[config.mk]
export PLATFORM = sky130hd
export DESIGN_NAME = tpg_frame_timing
export DESIGN_NICKNAME = d
export VERILOG_FILES = /design/src/hw/tpg_pkg.sv /design/src/hw/tpg_frame_timing.sv
export VERILOG_INCLUDE_DIRS = /design/src /design/src/hw
export SDC_FILE = /design/constraint.sdc
export NUM_CORES = 1
export LEC_CHECK = 0
export BUFFER_PORTS_ARGS = -buffer_cell sky130_fd_sc_hd__buf_2
export CORE_MARGIN = 4
export CORE_UTILIZATION = 50
export CTS_BUF_LIST = sky130_fd_sc_hd__clkbuf_8
export DETAILED_ROUTE_END_ITERATION = 12
export PLACE_DENSITY_LB_ADDON = 0.15
export SYNTH_ARGS = -nofsm -noshare
export SYNTH_HDL_FRONTEND = slang
export SYNTH_SLANG_ARGS = --single-unit
[constraint.sdc]
create_clock -name clk -period 4.5 [get_ports clk]
set_input_delay 0.9 -clock clk [delete_from_list [all_inputs] [get_ports clk]]
set_output_delay 0.9 -clock clk [all_outputs]
set_load 0.005 [all_outputs]
[src/hw/tpg_params.svh]
// Purpose: Constants for the test-pattern frame timing block.
// Assumes: Indirect registers are byte wide, reached by offset and data.
// Notes:   Two output ports each own a copy of the timing registers.
//
// Contract
// - Total width bits 7:0 come from total_width_low.
// - Total width bits 11:8 come from low nibble of offset 0x5.
// - Total height bits 3:0 come from high nibble of offset 0x5.
// - Total height bits 11:4 come from total_height_high.
// - Active width bits 7:0 come from active_width_low.
// - Active width bits 11:8 come from low nibble of offset 0x8.
// - Active height bits 3:0 come from high nibble of offset 0x8.
// - Active height bits 11:4 come from active_height_high.
// - Hsync pulse lasts hsync_width_setting pixels, software uses 1 to 255.
// - Vsync pulse lasts vsync_width_setting lines, software uses 1 to 255.
// - Back porch lasts hback_porch_setting pixels, software uses 1 to 255.
`ifndef TPG_PARAMS_SVH
`define TPG_PARAMS_SVH
`define TPG_OFS_TWL    8'h04
`define TPG_OFS_THLWH  8'h05
`define TPG_OFS_THH    8'h06
`define TPG_OFS_AWL    8'h07
`define TPG_OFS_AHLWH  8'h08
`define TPG_OFS_AHH    8'h09
`define TPG_OFS_HSW    8'h0A
`define TPG_OFS_VSW    8'h0B
`define TPG_OFS_HBP    8'h0C
`define TPG_OFS_VBP    8'h0D
`define TPG_RST_TWL    8'h48
`define TPG_RST_THLWH  8'h53
`define TPG_RST_THH    8'h1E
`define TPG_RST_AWL    8'h20
`define TPG_RST_AHLWH  8'h03
`define TPG_RST_AHH    8'h1E
`define TPG_RST_HSW    8'h0A
`define TPG_RST_VSW    8'h02
`define TPG_RST_HBP    8'h0A
`define TPG_RST_VBP    8'h02
`define TPG_NREG       10
`define TPG_NPORT      2
`define TPG_ONE12      12'h001
`define TPG_ZERO12     12'h000
`endif

[src/hw/tpg_pkg.sv]
// Purpose: Types shared by the test-pattern frame timing block.
// Assumes: Nothing beyond the constants header.
// Notes:   Raster phase states are one-hot.
package tpg_pkg;
   typedef logic [11:0] tpg_dim_t;
   typedef logic [7:0]  tpg_byte_t;
   typedef enum logic [1:0] {
      TPG_OFF = 2'b01,
      TPG_RUN = 2'b10
   } tpg_state_e;
endpackage

[src/hw/tpg_frame_timing.sv]
// Purpose: Indirect timing registers and raster timing of the generator.
// Assumes: Port select, offset and data strobes come from the main
//          register space on this clock.
// Notes:   Timing is latched whole at each frame start while enabled.
`timescale 1ns/1ps
`include "tpg_params.svh"
module tpg_frame_timing
   import tpg_pkg::*;
(
   input  wire logic       clk,
   input  wire logic       rstn,
   input  wire logic [1:0] port_sel,
   input  wire logic [7:0] indirect_offset_reg,
   input  wire logic       data_wr,
   input  wire logic [7:0] data_wdata,
   output logic      [7:0] indirect_data_reg,
   input  wire logic       gen_enable,
   output logic            hsync,
   output logic            vsync,
   output logic            hblank,
   output logic            vblank,
   output logic            de,
   output logic      [11:0] pix_x,
   output logic      [11:0] line_y
);

   ////////////////////////////////////////////////////////////////////////
   function automatic logic [3:0] ofs_index(input logic [7:0] ofs);
      logic [7:0] d;
      d = ofs - `TPG_OFS_TWL;
      ofs_index = d[3:0];
   endfunction

   function automatic logic ofs_hit(input logic [7:0] ofs);
      ofs_hit = (ofs >= `TPG_OFS_TWL) && (ofs <= `TPG_OFS_VBP);
   endfunction

   function automatic tpg_byte_t reg_reset(input int i);
      case (i)
         0: reg_reset = `TPG_RST_TWL;
         1: reg_reset = `TPG_RST_THLWH;
         2: reg_reset = `TPG_RST_THH;
         3: reg_reset = `TPG_RST_AWL;
         4: reg_reset = `TPG_RST_AHLWH;
         5: reg_reset = `TPG_RST_AHH;
         6: reg_reset = `TPG_RST_HSW;
         7: reg_reset = `TPG_RST_VSW;
         8: reg_reset = `TPG_RST_HBP;
         default: reg_reset = `TPG_RST_VBP;
      endcase
   endfunction

   ////////////////////////////////////////////////////////////////////////
   // Register bank, one copy per output port; raster uses port 0 copy.
   tpg_byte_t regs      [`TPG_NPORT][`TPG_NREG];
   tpg_byte_t next_regs [`TPG_NPORT][`TPG_NREG];
   tpg_byte_t next_rdata;

   always_comb begin
      next_regs  = regs;
      next_rdata = 8'h00;
      for (int p = 0; p < `TPG_NPORT; p++) begin
         if (port_sel[p] && data_wr && ofs_hit(indirect_offset_reg)) begin
            next_regs[p][ofs_index(indirect_offset_reg)] = data_wdata;
         end
      end
      // Reads return the lowest selected port; unmapped offsets read zero.
      if (ofs_hit(indirect_offset_reg)) begin
         if (port_sel[0]) begin
            next_rdata = regs[0][ofs_index(indirect_offset_reg)];
         end else if (port_sel[1]) begin
            next_rdata = regs[1][ofs_index(indirect_offset_reg)];
         end
      end
   end

   generate
      for (genvar gp = 0; gp < `TPG_NPORT; gp++) begin : g_port
         for (genvar gr = 0; gr < `TPG_NREG; gr++) begin : g_reg
            always_ff @(posedge clk or negedge rstn) begin
               if (!rstn) begin
                  regs[gp][gr] <= reg_reset(gr);
               end else begin
                  regs[gp][gr] <= next_regs[gp][gr];
               end
            end
         end
      end
   endgenerate

   always_ff @(posedge clk or negedge rstn) begin
      if (!rstn) begin
         indirect_data_reg <= 8'h00;
      end else begin
         indirect_data_reg <= next_rdata;
      end
   end

   ////////////////////////////////////////////////////////////////////////
   // Assembled dimensions from the live register bytes.
   tpg_dim_t frame_total_width;
   tpg_dim_t frame_total_height;
   tpg_dim_t active_region_width;
   tpg_dim_t active_region_height;
   tpg_byte_t hsync_width_setting;
   tpg_byte_t vsync_width_setting;
   tpg_byte_t hback_porch_setting;
   tpg_byte_t vback_porch_setting;

   always_comb begin
      frame_total_width[7:0]     = regs[0][0];
      frame_total_width[11:8]    = regs[0][1][3:0];
      frame_total_height[3:0]    = regs[0][1][7:4];
      frame_total_height[11:4]   = regs[0][2];
      active_region_width[7:0]   = regs[0][3];
      active_region_width[11:8]  = regs[0][4][3:0];
      active_region_height[3:0]  = regs[0][4][7:4];
      active_region_height[11:4] = regs[0][5];
      hsync_width_setting        = regs[0][6];
      vsync_width_setting        = regs[0][7];
      hback_porch_setting        = regs[0][8];
      vback_porch_setting        = regs[0][9];
   end

   ////////////////////////////////////////////////////////////////////////
   // Raster. Line layout: active, front porch, sync, back porch.
   tpg_state_e state;
   tpg_state_e next_state;
   tpg_dim_t   tw, th, aw, ah, hs, vs, hb, vb;
   tpg_dim_t   next_tw, next_th, next_aw, next_ah;
   tpg_dim_t   next_hs, next_vs, next_hb, next_vb;
   tpg_dim_t   hcnt, vcnt, next_hcnt, next_vcnt;
   logic       next_hsync, next_vsync, next_hblank, next_vblank, next_de;
   tpg_dim_t   hsync_start, hsync_end, vsync_start, vsync_end;
   logic       line_end, frame_end;

   always_comb begin
      hsync_start = tw - hs - hb;
      hsync_end   = tw - hb;
      vsync_start = th - vs - vb;
      vsync_end   = th - vb;
      line_end    = (hcnt == tw - `TPG_ONE12);
      frame_end   = line_end && (vcnt == th - `TPG_ONE12);
      next_state  = state;
      next_hcnt   = hcnt;
      next_vcnt   = vcnt;
      next_tw = tw;
      next_th = th;
      next_aw = aw;
      next_ah = ah;
      next_hs = hs;
      next_vs = vs;
      next_hb = hb;
      next_vb = vb;
      case (state)
         TPG_OFF: begin
            next_hcnt = `TPG_ZERO12;
            next_vcnt = `TPG_ZERO12;
            if (gen_enable) begin
               next_state = TPG_RUN;
               next_tw = frame_total_width;
               next_th = frame_total_height;
               next_aw = active_region_width;
               next_ah = active_region_height;
               next_hs = {4'h0, hsync_width_setting};
               next_vs = {4'h0, vsync_width_setting};
               next_hb = {4'h0, hback_porch_setting};
               next_vb = {4'h0, vback_porch_setting};
            end
         end
         TPG_RUN: begin
            if (!gen_enable) begin
               next_state = TPG_OFF;
               next_hcnt  = `TPG_ZERO12;
               next_vcnt  = `TPG_ZERO12;
            end else if (frame_end) begin
               next_hcnt = `TPG_ZERO12;
               next_vcnt = `TPG_ZERO12;
               next_tw = frame_total_width;
               next_th = frame_total_height;
               next_aw = active_region_width;
               next_ah = active_region_height;
               next_hs = {4'h0, hsync_width_setting};
               next_vs = {4'h0, vsync_width_setting};
               next_hb = {4'h0, hback_porch_setting};
               next_vb = {4'h0, vback_porch_setting};
            end else if (line_end) begin
               next_hcnt = `TPG_ZERO12;
               next_vcnt = vcnt + `TPG_ONE12;
            end else begin
               next_hcnt = hcnt + `TPG_ONE12;
            end
         end
         default: begin
            next_state = TPG_OFF;
            next_hcnt  = `TPG_ZERO12;
            next_vcnt  = `TPG_ZERO12;
         end
      endcase
      next_hsync  = (state == TPG_RUN) && (next_state == TPG_RUN)
                    && (next_hcnt >= hsync_start) && (next_hcnt < hsync_end);
      next_vsync  = (state == TPG_RUN) && (next_state == TPG_RUN)
                    && (next_vcnt >= vsync_start) && (next_vcnt < vsync_end);
      next_hblank = (next_state == TPG_RUN) && (next_hcnt >= next_aw);
      next_vblank = (next_state == TPG_RUN) && (next_vcnt >= next_ah);
      next_de     = (next_state == TPG_RUN) && (next_hcnt < next_aw)
                    && (next_vcnt < next_ah);
   end

   always_ff @(posedge clk or negedge rstn) begin
      if (!rstn) begin
         state  <= TPG_OFF;
         tw     <= `TPG_ZERO12;
         th     <= `TPG_ZERO12;
         aw     <= `TPG_ZERO12;
         ah     <= `TPG_ZERO12;
         hs     <= `TPG_ZERO12;
         vs     <= `TPG_ZERO12;
         hb     <= `TPG_ZERO12;
         vb     <= `TPG_ZERO12;
         hcnt   <= `TPG_ZERO12;
         vcnt   <= `TPG_ZERO12;
         hsync  <= 1'b0;
         vsync  <= 1'b0;
         hblank <= 1'b0;
         vblank <= 1'b0;
         de     <= 1'b0;
         pix_x  <= `TPG_ZERO12;
         line_y <= `TPG_ZERO12;
      end else begin
         state  <= next_state;
         tw     <= next_tw;
         th     <= next_th;
         aw     <= next_aw;
         ah     <= next_ah;
         hs     <= next_hs;
         vs     <= next_vs;
         hb     <= next_hb;
         vb     <= next_vb;
         hcnt   <= next_hcnt;
         vcnt   <= next_vcnt;
         hsync  <= next_hsync;
         vsync  <= next_vsync;
         hblank <= next_hblank;
         vblank <= next_vblank;
         de     <= next_de;
         pix_x  <= next_hcnt;
         line_y <= next_vcnt;
      end
   end

endmodule

==> results.cfg <==
[outcome]
run_status = finished, final reports clean

[setup_path]
end_kind = register
cp-start-kind = register
cp_max_fo = 5
path_class = reg2reg
cp_cell_sequence = or4_4 -> or4b_4 -> nand3_2 -> a31oi_4 -> nor4_4 -> nor4b_4 -> buf_6 -> a22oi_2 -> o221a_1 -> ha_1 -> a21o_1 -> a21o_1 -> a21o_1 -> a21o_1 -> a21oi_2 -> o21ai_2 -> buf_4 -> nor3_2
cp_top_family = simple AND/OR/NAND/NOR gates
cp_slowest_cell = or4_4
r2r_setup_slack_ns = 0.09
worstPathRequired_ns = 5.00
critPathArrivalTime_ns = 4.91
worst-path-buf-inv = 2
cp_common_cell = a21o_1
critPathMaxStageDelay_ns = 0.58

[grt]
grt_max_degree = 118
grt_usage = 0.2407
antenna_found_initial = 0
grt-ovfl-total = 0
grt_pass1_wl_um = 72850
grt_pass1_vias = 12640

[detailed_routing]
vias = 12720
drc = 0
drt_first_iter_violations = 883
ant_nets = 0
viasPerCell = 5.861
routedWlPerCell_um = 21.48
dr.pass1.iters = 5
routed_wl_um = 46620

[clocking]
clk_pin_slew_ns = 0.06
cts.sinks = 279
numCtsBuffers = 49
cts-root-buf = clkbuf_8
cts_buffer_depth = 3
cts_tree = yes
clk_latency_ns = 0.60
postCtsHoldBufs = 0
h-tree-depth = 2

[finish]
syn_to_final_growth_pct = 14.80
regMostFlops = regs
largest_reg_flops = 80
final_area_um2 = 20090
insertedDiodeCount = 0
final_layout_size_suffix_gt1_frac = 0.3720
layout.nets = 1834
fin_util = 0.5817

[power]
ir_worst_vdd_uv = 394.9
power_density_nw_per_um2 = 398.7
sw_frac_of_total = 0.3523
p_leak_nw = 9.412
clkPwrFrac = 0.306
switching_power_mw = 2.823
combPwrFrac = 0.359
pwr-share-seq = 0.335
totalPowerFinal_mw = 8.012
internal_power_mw = 5.189

[floorplan]
row_count = 68
start_util = 0.5067
die_w_um = 195.1
core_um2 = 34540
die_h_um = 195.1
die_area_um2 = 38060
io_pins = 59

[yosys]
synth-seq-cells = 279
yosysTopAreaCell = dfrtp_1
synth_top_area_frac = 0.3317
netlist_instances = 1549
synth_cell_types = 67
synth-main-ff-cell = dfrtp_1
syn-num-nets = 1707
synth.avg_cell_area_um2 = 11.30
synthArstFlopShare = 1.000
ys_seq_area_frac = 0.4022
syn-cell-area_um2 = 17500
synth_edf_count = 0
ys_warn_count = 0
synth.most_common_cell = mux2_2
synth.area.top_cells = dfrtp_1 (33%), mux2_2 (15%), ha_1 (8.4%)
synthTopCellsByCount = mux2_2 (238), dfrtp_1 (232), ha_1 (118)

[sta]
final-setup-viol-count = 0
relSlewSlack = 0.3704
timing.final.crit_share = 0.9792
period_minus_slack_ns = 4.406
setup_ws_ns = 0.09381
worstMarginPinSlew_ns = 0.9443
hold_viol = 0
whs_ns = 0.3614
rsz0062_at_grt = yes
worst_clock_skew_ns = 0.03180
final_max_slew_viol_count = 0
fmax_mhz = 227.0

[hold_path]
hold_path_class = in2async

[place]
postPlaceCellArea_um2 = 18720
gp_congestion = 0.9157
dp_hpwl_um = 33830
port_buffers = 58
dp_worst_setup_slack_ns = -0.04821

[job]
timing.max_cap.violations = 0
==> stage by stage <==
stage / setup TNS [ns] / cells
6_report: 0 / 2170
5_1_grt: -0.3463 / 2170
4_1_cts: 0 / 2161
3_5_place_dp: -0.04821 / 2068
3_3_place_gp: 0 / 2068
2_1_floorplan: 0 / 1549
==> worst reg2reg max path, cell delays in order (launching register included) <==
cell and delay, ns:
dfrtp_1 0.42, or4_4 0.58, or4b_4 0.51, nand3_2 0.11, a31oi_4 0.10, nor4_4 0.40, nor4b_4 0.30, buf_6 0.17
a22oi_2 0.07, o221a_1 0.25, ha_1 0.31, a21o_1 0.17, a21o_1 0.15, a21o_1 0.15, a21o_1 0.16, a21oi_2 0.15
o21ai_2 0.09, buf_4 0.15, nor3_2 0.09
==> timing repair <==
item                                   in CTS  in global routing
buffers inserted                            3                  9
setup endpoints to repair                   2                  5
pin swaps                                   2                 28
gates resized for setup                     3                 46
endpoints found under the hold margin       0                  0
==> power by group through the flow <==
stage | clock network (mW) | logic (mW) | registers [mW]
after global placement | 0 | 2.70 | 2.72
after floorplan | 0 | 2.09 | 2.71
after global routing | 2.62 | 3.20 | 2.70
after CTS | 2.52 | 2.77 | 2.68
final | 2.45 | 2.87 | 2.69
after detailed placement | 0 | 2.75 | 2.73
==> layout make-up <==
class | count | area [um^2]
Tap cell | 455 | 569.3
Multi-Input combinational cell | 1110 | 10060
Timing Repair Buffer | 158 | 1091
Fill cell | 2954 | 14450
Inverter | 78 | 292.8
Clock inverter | 25 | 145.1
Sequential cell | 279 | 7043
Clock buffer | 65 | 894.6
==> kinds of logic after synthesis <==
family          Yosys count  share of synthesized area
fa+ha+maj               136                     0.1049
flops                   279                     0.4022
compound gates          273                     0.1136
mux                     291                     0.2063
buf+inv                 160                    0.03939
simple gates            325                    0.09100
xor+xnor                 85                    0.04253
==> per-layer routing <==
layer  share of wire  global-route usage
met4           0.027             0.06930
met5               0                   0
met2            0.46              0.3805
met3           0.048             0.03830
met1            0.46              0.3464
==> path summary, 6_finish.rpt <==
check                      cells after the start                                 to            startpoint
max                                           18                       de$_DFF_PN0_     th[2]$_DFFE_PN0P_
min                                            1                    hsync$_DFF_PN0_                  rstn
max reg2reg                                   18                       de$_DFF_PN0_     th[2]$_DFFE_PN0P_
min reg2reg                                    1               regs[29]$_DFFE_PN0P_  regs[29]$_DFFE_PN0P_
max in group asynchronous                      2  frame_total_height[6]$_DFFE_PN1P_                  rstn
min in group clk                               1               regs[29]$_DFFE_PN0P_  regs[29]$_DFFE_PN0P_
==> layout by cell type, fill, tap and decap left out, types with 19 or more instances in the layout <==
cell      netlist  layout
mux2_2        238     238
dfrtp_1       232     230
ha_1          118     110
nand2_1       108     107
buf_4           2      94
inv_1          78      88
nor2_1         78      76
clkbuf_8        0      65
buf_2           7      57
a21oi_1        57      52
o21ai_0        57      51
xnor2_1        47      47
dfstp_2        47      47
xor2_1         38      38
mux4_2         32      32
a21o_1         24      24
nand4_1        23      23
o221ai_1       22      22
mux2i_1        21      21
a22oi_2        18      20
nand3_1        20      19
Note: power is estimated with default switching activity, not from simulation.
